===== config.mk =====
export PLATFORM = sky130hd
export DESIGN_NAME = spectral_band_alarm_monitor
export DESIGN_NICKNAME = d
export VERILOG_FILES = /design/src/logic/band_alarm_pkg.sv /design/src/logic/spectral_band_alarm_monitor.sv
export SDC_FILE = /design/constraint.sdc
export NUM_CORES = 2
export LEC_CHECK = 0
export BUFFER_PORTS_ARGS = -buffer_cell sky130_fd_sc_hd__buf_2
export CAP_MARGIN = 5
export CORE_UTILIZATION = 32
export DETAILED_ROUTE_END_ITERATION = 10
export REMOVE_ABC_BUFFERS = 1
export SETUP_SLACK_MARGIN = 0.02
export SYNTH_ARGS = -nofsm -noshare
export SYNTH_HDL_FRONTEND = slang
export SYNTH_SLANG_ARGS = --single-unit

===== constraint.sdc =====
create_clock -name clock -period 29.5 [get_ports clock]
set_clock_uncertainty 0.05 [all_clocks]
set_input_delay 2.95 -clock clock [delete_from_list [all_inputs] [get_ports clock]]
set_output_delay 2.95 -clock clock [all_outputs]
set_load 0.02 [all_outputs]

===== src/logic/band_alarm_pkg.sv =====
// Offsets, field positions, reset values and carriers for the spectral band alarm monitor.
package band_alarm_pkg;

    // ------------------------------------------------------------
    // Sizes
    // ------------------------------------------------------------
    localparam int BANDS = 6;
    localparam int RATES = 4;

    // ------------------------------------------------------------
    // Register indexes; the byte address is four times the index
    // ------------------------------------------------------------
    localparam logic [6:0] IDX_LOWER_BIN = 7'h20;
    localparam logic [6:0] IDX_UPPER_BIN = 7'h22;
    localparam logic [6:0] IDX_X_WARN = 7'h24;
    localparam logic [6:0] IDX_Y_WARN = 7'h26;
    localparam logic [6:0] IDX_X_FAULT = 7'h28;
    localparam logic [6:0] IDX_Y_FAULT = 7'h2A;
    localparam logic [6:0] IDX_SELECTOR = 7'h2C;
    localparam logic [6:0] IDX_SYS_LEVEL = 7'h2E;
    localparam logic [6:0] IDX_CONFIG = 7'h30;
    localparam logic [6:0] IDX_DIAG = 7'h34;
    localparam logic [6:0] IDX_COMMAND = 7'h36;
    localparam logic [6:0] IDX_X_FLAGS = 7'h38;
    localparam logic [6:0] IDX_Y_FLAGS = 7'h3A;
    localparam logic [6:0] IDX_X_PEAK = 7'h3C;
    localparam logic [6:0] IDX_Y_PEAK = 7'h3E;
    localparam logic [6:0] IDX_X_BIN = 7'h44;
    localparam logic [6:0] IDX_Y_BIN = 7'h46;
    localparam logic [6:0] IDX_PIN_SELECT = 7'h50;

    // ------------------------------------------------------------
    // Fields and reset values
    // ------------------------------------------------------------
    localparam logic [15:0] CONFIG_RESET = 16'h0080;
    localparam logic [15:0] CONFIG_MASK = 16'h0FFB;
    localparam int CFG_X_EN = 0;
    localparam int CFG_SYS_EN = 3;
    localparam int CFG_SYS_TEMP = 4;
    localparam int CFG_SYS_LESS = 5;
    localparam int CFG_PINS = 6;
    localparam int CFG_DELAY_LSB = 8;
    localparam int CMD_CLEAR = 9;
    localparam int CMD_SAVE = 12;
    localparam int SEL_RATE_LSB = 8;
    localparam int PIN_WARN_LSB = 0;
    localparam int PIN_FAULT_LSB = 3;
    localparam logic [2:0] PIN_FUNC_ALARM = 3'h1;
    localparam logic [11:0] ALARM1_BITS = 12'h555;
    localparam logic [11:0] ALARM2_BITS = 12'hAAA;

    // ------------------------------------------------------------
    // Carriers
    // ------------------------------------------------------------
    typedef struct packed {
        logic valid;
        logic [7:0] index;
        logic [15:0] x_mag;
        logic [15:0] y_mag;
    } bin_in_t;

    typedef struct packed {
        logic [15:0] diag;
        logic [15:0] x_flags;
        logic [15:0] y_flags;
        logic [15:0] x_peak;
        logic [15:0] y_peak;
        logic [7:0] x_bin;
        logic [7:0] y_bin;
    } header_t;

endpackage


===== src/logic/spectral_band_alarm_monitor.sv =====
// Spectral band alarm monitor with its register file on an Avalon-MM slave.
// How it works
// - Each axis holds a warning and a fault level, checked per band.
// - Levels use the same scaling as the incoming accelerometer magnitudes.
// - Axis level registers are 16-bit, read/write, reset to zero.
// - System level compares against temperature or supply, picked by config bit 4.
// - The clear command erases all band settings before new definitions.
// - The save command commits the alarm settings to nonvolatile storage.
// - A save is ignored when storage was already written since the last clear.
// - With pin function selected and config bit 6 set, pins show warning and fault.
// - Each record header carries diagnostic flags, band flags, peaks and bins.
// - Status bits 15 to 4 hold fault and warning pairs for bands 6 to 1.
// - Status bits 2 to 0 name the most critical band; bit 3 reads zero.
// - Band flags use only the bands of the current sample rate option.
// - Peak registers are read-only, reset to zero, worst-case magnitude.
// - Bin registers are read-only, worst-case bin in bits 7 to 0.
// - A band flag sets only after the response delay in consecutive records.
// - Config bit 0 enables the x axis and bit 1 the y axis.
// - Each band has 8-bit lower and upper bins per band and rate option.
`timescale 1ns/1ps

module spectral_band_alarm_monitor
    import band_alarm_pkg::*;
(
    // Clock and reset.
    input wire logic clock,
    input wire logic rst,
    // Avalon-MM register slave.
    input wire logic [8:0] address,
    input wire logic read,
    input wire logic write,
    input wire logic [3:0] byteenable,
    input wire logic [31:0] writedata,
    output logic [31:0] readdata,
    output logic waitrequest,
    // Spectral and measurement input.
    input wire bin_in_t spectrum,
    input wire logic record_end,
    input wire logic [1:0] rate_option,
    input wire logic [15:0] temperature,
    input wire logic [15:0] supply,
    // Record header and storage strobes.
    output header_t header,
    output logic header_valid,
    output logic nv_erase,
    output logic nv_commit,
    // Alarm indicators.
    output logic warning_pin,
    output logic fault_pin,
    output logic system_alarm
);

    // ------------------------------------------------------------
    // State
    // ------------------------------------------------------------
    typedef struct packed {
        logic ack;
        logic [31:0] rdata;
        logic [1:0][15:0] warn, fault;
        logic [15:0] sys_level;
        logic [2:0] sel_band;
        logic [1:0] sel_rate;
        logic [15:0] cfg;
        logic [5:0] pin_sel;
        logic [RATES-1:0][BANDS-1:0][7:0] lower, upper;
        logic nv_written, save_ignored, erase, commit;
        logic [1:0][BANDS-1:0][15:0] run_max;
        logic [1:0][BANDS-1:0][7:0] run_bin;
        logic [1:0][BANDS-1:0][1:0][3:0] persist;
        logic [1:0][15:0] flags, peak;
        logic [1:0][7:0] wbin;
        logic sys_alarm, hdr_valid, warn_pin, fault_pin;
    } state_t;

    localparam state_t STATE_RESET = '{cfg: CONFIG_RESET, default: '0};

    state_t q, d;
    logic [6:0] idx;
    logic [31:0] rd;
    logic [15:0] tmp, mag, mx, bpk, fl, sys_val, diag_word;
    logic [7:0] bn, bbin;
    logic [2:0] bsel, bband;
    logic sel_ok, hit1, hit2, a1, a2, found, best2;

    // ------------------------------------------------------------
    // Helpers
    // ------------------------------------------------------------
    function automatic logic [15:0] merge16(input logic [15:0] old, input logic [31:0] wd,
                                            input logic [3:0] be);
        merge16 = {be[1] ? wd[15:8] : old[15:8], be[0] ? wd[7:0] : old[7:0]};
    endfunction
    function automatic logic in_band(input logic [7:0] bin, input logic [7:0] lo,
                                     input logic [7:0] hi);
        in_band = (bin >= lo) && (bin <= hi);
    endfunction
    function automatic logic [3:0] persist_next(input logic hit, input logic [3:0] cnt);
        persist_next = !hit ? 4'h0 : ((cnt == 4'hF) ? cnt : cnt + 4'h1);
    endfunction
    assign idx = address[8:2];
    assign diag_word = {14'h0000, q.save_ignored, q.sys_alarm};

    // ------------------------------------------------------------
    // Next state
    // ------------------------------------------------------------
    always_comb
    begin
        d = q;
        rd = 32'h0000_0000;
        tmp = 16'h0000;
        hit1 = 1'b0;
        hit2 = 1'b0;
        a1 = 1'b0;
        a2 = 1'b0;
        sys_val = 16'h0000;
        d.erase = 1'b0;
        d.commit = 1'b0;
        d.hdr_valid = 1'b0;
        sel_ok = (q.sel_band >= 3'h1) && (q.sel_band <= 3'(BANDS));
        bsel = q.sel_band - 3'h1;
        // Bus answers one cycle after the request is seen.
        d.ack = (read || write) && !q.ack;
        if (idx == IDX_LOWER_BIN)
            rd = sel_ok ? {24'h000000, q.lower[q.sel_rate][bsel]} : 32'h0000_0000;
        else if (idx == IDX_UPPER_BIN)
            rd = sel_ok ? {24'h000000, q.upper[q.sel_rate][bsel]} : 32'h0000_0000;
        else if (idx == IDX_X_WARN)
            rd = {16'h0000, q.warn[0]};
        else if (idx == IDX_Y_WARN)
            rd = {16'h0000, q.warn[1]};
        else if (idx == IDX_X_FAULT)
            rd = {16'h0000, q.fault[0]};
        else if (idx == IDX_Y_FAULT)
            rd = {16'h0000, q.fault[1]};
        else if (idx == IDX_SELECTOR)
            rd = {22'h000000, q.sel_rate, 5'h00, q.sel_band};
        else if (idx == IDX_SYS_LEVEL)
            rd = {16'h0000, q.sys_level};
        else if (idx == IDX_CONFIG)
            rd = {16'h0000, q.cfg};
        else if (idx == IDX_DIAG)
            rd = {16'h0000, diag_word};
        else if (idx == IDX_X_FLAGS)
            rd = {16'h0000, q.flags[0]};
        else if (idx == IDX_Y_FLAGS)
            rd = {16'h0000, q.flags[1]};
        else if (idx == IDX_X_PEAK)
            rd = {16'h0000, q.peak[0]};
        else if (idx == IDX_Y_PEAK)
            rd = {16'h0000, q.peak[1]};
        else if (idx == IDX_X_BIN)
            rd = {24'h000000, q.wbin[0]};
        else if (idx == IDX_Y_BIN)
            rd = {24'h000000, q.wbin[1]};
        else if (idx == IDX_PIN_SELECT)
            rd = {26'h0000000, q.pin_sel};
        if (d.ack)
            d.rdata = read ? rd : 32'h0000_0000;
        // Register writes take effect on the answering edge.
        if (q.ack && write)
        begin
            if (idx == IDX_X_WARN)
                d.warn[0] = merge16(q.warn[0], writedata, byteenable);
            else if (idx == IDX_Y_WARN)
                d.warn[1] = merge16(q.warn[1], writedata, byteenable);
            else if (idx == IDX_X_FAULT)
                d.fault[0] = merge16(q.fault[0], writedata, byteenable);
            else if (idx == IDX_Y_FAULT)
                d.fault[1] = merge16(q.fault[1], writedata, byteenable);
            else if (idx == IDX_SYS_LEVEL)
                d.sys_level = merge16(q.sys_level, writedata, byteenable);
            else if (idx == IDX_CONFIG)
                d.cfg = merge16(q.cfg, writedata, byteenable) & CONFIG_MASK;
            else if (idx == IDX_SELECTOR)
            begin
                tmp = merge16({6'h00, q.sel_rate, 5'h00, q.sel_band}, writedata, byteenable);
                d.sel_band = tmp[2:0];
                d.sel_rate = tmp[SEL_RATE_LSB +: 2];
            end
            else if ((idx == IDX_LOWER_BIN) && sel_ok && byteenable[0])
                d.lower[q.sel_rate][bsel] = writedata[7:0];
            else if ((idx == IDX_UPPER_BIN) && sel_ok && byteenable[0])
                d.upper[q.sel_rate][bsel] = writedata[7:0];
            else if ((idx == IDX_PIN_SELECT) && byteenable[0])
                d.pin_sel = writedata[5:0];
            else if (idx == IDX_COMMAND)
            begin
                if (byteenable[1] && writedata[CMD_CLEAR])
                begin
                    d.lower = '0;
                    d.upper = '0;
                    d.nv_written = 1'b0;
                    d.save_ignored = 1'b0;
                    d.erase = 1'b1;
                end
                if (byteenable[1] && writedata[CMD_SAVE])
                begin
                    if (d.nv_written)
                        d.save_ignored = 1'b1;
                    else
                    begin
                        d.commit = 1'b1;
                        d.nv_written = 1'b1;
                        d.save_ignored = 1'b0;
                    end
                end
            end
        end
        // Spectral evaluation, one axis at a time.
        for (int a = 0; a < 2; a++)
        begin
            mag = (a == 0) ? spectrum.x_mag : spectrum.y_mag;
            found = 1'b0;
            best2 = 1'b0;
            bpk = 16'h0000;
            bbin = 8'h00;
            bband = 3'h0;
            fl = 16'h0000;
            for (int b = 0; b < BANDS; b++)
            begin
                mx = q.run_max[a][b];
                bn = q.run_bin[a][b];
                if (spectrum.valid && (mag > mx) &&
                    in_band(spectrum.index, q.lower[rate_option][b], q.upper[rate_option][b]))
                begin
                    mx = mag;
                    bn = spectrum.index;
                end
                d.run_max[a][b] = mx;
                d.run_bin[a][b] = bn;
                if (record_end)
                begin
                    hit1 = q.cfg[CFG_X_EN + a] && (mx > q.warn[a]);
                    hit2 = q.cfg[CFG_X_EN + a] && (mx > q.fault[a]);
                    a1 = hit1 && (q.persist[a][b][0] >= q.cfg[CFG_DELAY_LSB +: 4]);
                    a2 = hit2 && (q.persist[a][b][1] >= q.cfg[CFG_DELAY_LSB +: 4]);
                    d.persist[a][b][0] = persist_next(hit1, q.persist[a][b][0]);
                    d.persist[a][b][1] = persist_next(hit2, q.persist[a][b][1]);
                    fl[4 + 2 * b] = a1;
                    fl[5 + 2 * b] = a2;
                    if ((a1 || a2) && (!found || (a2 && !best2) || ((a2 == best2) && (mx > bpk))))
                    begin
                        found = 1'b1;
                        best2 = a2;
                        bpk = mx;
                        bbin = bn;
                        bband = 3'(b + 1);
                    end
                    d.run_max[a][b] = 16'h0000;
                    d.run_bin[a][b] = 8'h00;
                end
            end
            if (record_end)
            begin
                d.flags[a] = {fl[15:4], 1'b0, found ? bband : 3'h0};
                d.peak[a] = found ? bpk : 16'h0000;
                d.wbin[a] = found ? bbin : 8'h00;
            end
        end
        if (record_end)
        begin
            sys_val = q.cfg[CFG_SYS_TEMP] ? temperature : supply;
            d.sys_alarm = q.cfg[CFG_SYS_EN] &&
                (q.cfg[CFG_SYS_LESS] ? (sys_val < q.sys_level) : (sys_val > q.sys_level));
            d.hdr_valid = 1'b1;
        end
        d.warn_pin = d.cfg[CFG_PINS] && (d.pin_sel[PIN_WARN_LSB +: 3] == PIN_FUNC_ALARM) &&
            (|((d.flags[0][15:4] | d.flags[1][15:4]) & ALARM1_BITS));
        d.fault_pin = d.cfg[CFG_PINS] && (d.pin_sel[PIN_FAULT_LSB +: 3] == PIN_FUNC_ALARM) &&
            (|((d.flags[0][15:4] | d.flags[1][15:4]) & ALARM2_BITS));
    end

    always_ff @(posedge clock or posedge rst)
    begin
        if (rst)
            q <= STATE_RESET;
        else
            q <= d;
    end

    // ------------------------------------------------------------
    // Outputs
    // ------------------------------------------------------------
    assign waitrequest = (read || write) && !q.ack;
    assign readdata = q.rdata;
    assign header = '{diag: diag_word, x_flags: q.flags[0], y_flags: q.flags[1],
                      x_peak: q.peak[0], y_peak: q.peak[1], x_bin: q.wbin[0], y_bin: q.wbin[1]};
    assign header_valid = q.hdr_valid;
    assign nv_erase = q.erase;
    assign nv_commit = q.commit;
    assign warning_pin = q.warn_pin;
    assign fault_pin = q.fault_pin;
    assign system_alarm = q.sys_alarm;
endmodule


==> impl_metrics.ini <==
[global_routing]
antenna_found_initial = 19
grt_first_pass_wirelength_um = 410000
grt_max_degree = 126
grt_pass1_vias = 60450
grt.total_usage_pct = 24.11
grt-ovfl-total = 0

[sta]
fmax_mhz = 42.72
hold_violations = 0
relSlewSlack_pct = 5.725
worst_pin_slew_ns = 1.403
drv_slew = 0
grt_setup_unrepaired = false
timing.final.ws_setup_ns = 6.089
period_share_pct = 79.36
period_minus_slack_ns = 23.41
setup_viol = 0

[critical_path]
arrival_ns = 24.00
critPathKind = in2reg
cpMostUsedCell = nand2_1
cp_max_fo = 49
endpoint_kind = flop
slowest_stage = o41a_2
crit_required_ns = 30.09
critPathLaunchType = primary input
cp-endpoint = header[14]$_DFFE_PP0P_
crit_start = rate_option[1]
rrSetupSlack_ns = 8.74
crit_path_max_incr_delay_ns = 0.82
reg2reg_depth = 71
r2r_end = header[14]$_DFFE_PP0P_
rr_startpoint = q[623]$_DFFE_PP0P_

[run_status]
outcome = completed

[detailed_routing]
routedWlPerCell_um = 26.65
wl_um = 282000
via_per_inst = 5.852
drc = 0
routed.top_layer = met5
wl_met3_um = 20070
ant_nets = 0
m1WireLength_um = 114500
drt_iter0_drc = 6632
drtPass1Iterations = 7
dr_wl_met2_um = 127100
routed-via-count = 61930

[synthesis]
synth_compound_area_share_pct = 19.63
synth_area_mm2 = 0.07223
synthSimpleGateAreaFrac_pct = 11.21
synth.distinct_cells = 92
synth_mux_area_share_pct = 11.81
syn_avg_cell_area_um2 = 9.733
ys_seq_area_share_pct = 33.71
synth-seq-cells = 973
synth_top_family_by_area = compound AO/OA/AOI/OAI gates
synth_ff_type = dfrtp_1
yosys_warnings = 0
synthAdderAreaFrac_pct = 17.03
synth-async-reset-ratio_pct = 100.0
postSynthCellCount = 7421
synth_edf_count = 0
synth_xor_area_share_pct = 0.2061

[place]
io_buffers = 207
place_hpwl_um = 208500
placed_area_mm2 = 0.07627
finalWeightedCongestion = 0.9618
pre_cts_ws_ns = 5.996
dp.cells = 10360

[min_path]
hold_path_class = reg2reg

[power_and_ir_drop]
ir_drop_v = 0.00004742
totalPowerFinal_w = 0.003420
power_density_mw_per_mm2 = 42.64
leakage_nw = 37.70

[clock_network]
clock_sinks = 973
hold_buffers = 0
cts_resized = 0
cts-buffers-inserted = 112
clock-root-buffer = clkbuf_16
postCtsSetupRepairBufs = 0
cts_max_level = 3
cts.reportedPaths.clkPinSlew_ns = 0.06
tritoncts = yes
clockBufferDepth = 3
clock_latency_ns = 0.79

[floorplan]
fp-row-count = 174
core_area_mm2 = 0.2245
die_h_um = 477.1
die_w_um = 477.1
io_pins = 260
die-area_mm2 = 0.2276
initial_core_util_pct = 32.18

[job]
cap_violations = 0

[layout]
area_delta_synth_final_pct = 11.06
stdcell_count = 10580
post-route-util_pct = 35.74
stdcell_area_mm2 = 0.08022
layout-drive-gt1-share_pct = 13.00
nets = 8593
layout_common_cells = ha_1 (983), dfrtp_1 (970), inv_1 (621)
layout_commonest_cell = ha_1
state kept, by name (all words and copies together) (netlist names):
name,count
q,872
header,79
readdata,16
fault_pin,1
header_valid,1
nv_commit,1
nv_erase,1
system_alarm,1
warning_pin,1
worst min path at each step:
stage,start,end,depth (start not counted)
2_1_floorplan,q[471]$_DFFE_PP0P_,nv_commit$_DFF_PP0_,1
3_3_place_gp,readdata[14]$_DFFE_PP0P_,readdata[14]$_DFFE_PP0P_,2
3_5_place_dp,readdata[5]$_DFFE_PP0P_,readdata[5]$_DFFE_PP0P_,2
4_1_cts,readdata[14]$_DFFE_PP0P_,readdata[14]$_DFFE_PP0P_,2
5_1_grt,q[228]$_DFF_PP0_,q[228]$_DFF_PP0_,2
6_report,readdata[14]$_DFFE_PP0P_,readdata[14]$_DFFE_PP0P_,2
stage by stage:
step	hold slack (ns)	setup TNS [ns]
final	0.4506	0
after global routing	0.4766	0
after CTS	0.4585	0
after detailed placement	0.4284	0
after global placement	0.4152	0
after floorplan	0.3701	-844.51
cell type report:
class / instances / area [um^2]
antenna: 15 / 37.54
clock buffer: 153 / 3269
clock inverter: 52 / 629.4
fill: 22560 / 144200
inverter: 623 / 2349
multi-input combinational: 5403 / 43530
sequential: 973 / 24360
tap: 2992 / 3744
timing repair buffer: 372 / 2303
cell usage after synthesis, types with 191 or more instances:
| library cell | count | area, um^2 |
|---|---|---|
| ha_1 | 983 | 12300 |
| a21oi_1 | 372 | 1862 |
| dfrtp_1 | 972 | 24320 |
| a22o_1 | 411 | 3600 |
| mux2i_1 | 266 | 2663 |
| clkbuf_1 | 247 | 927.1 |
| o21ai_0 | 402 | 2012 |
| nor2_1 | 529 | 1986 |
| inv_1 | 623 | 2338 |
| nand2_1 | 445 | 1670 |
| mux4_2 | 192 | 4324 |
| nand3_1 | 191 | 955.9 |
routing by layer:
layer	up-vias	global-route usage (%)
met3	632	3.565
met1	30880	30.93
met4	4	15.59
li1	27670	-
met2	2755	37.83
met5	-	0
worst max-delay path, delay by kind of cell:
family / cells / cell delay (ns)
mux: 3 / 1.32
fa+ha+maj: 7 / 2.16
simple gates: 26 / 5.42
compound gates: 28 / 8.75
buf+inv: 9 / 3.23
power breakdown:
group / internal [W] / leakage [nW] / total (W) / switching, W
clock network: 0.000871 / 1.94 / 0.00150 / 0.000628
registers: 0.00135 / 13.4 / 0.00137 / 0.0000174
logic: 0.000180 / 22.4 / 0.000549 / 0.000369
total: 0.00241 / 37.7 / 0.00342 / 0.00101
kinds of logic after synthesis:
logic type	count (synthesis)
flip-flops	973
adder cells (fa/ha/maj)	983
XOR/XNOR	17
AND/OR/NAND/NOR	1727
other	1
AO/OA/AOI/OAI	2049
multiplexers	595
buffers and inverters	1076
Power figures use the tool's default switching activity.
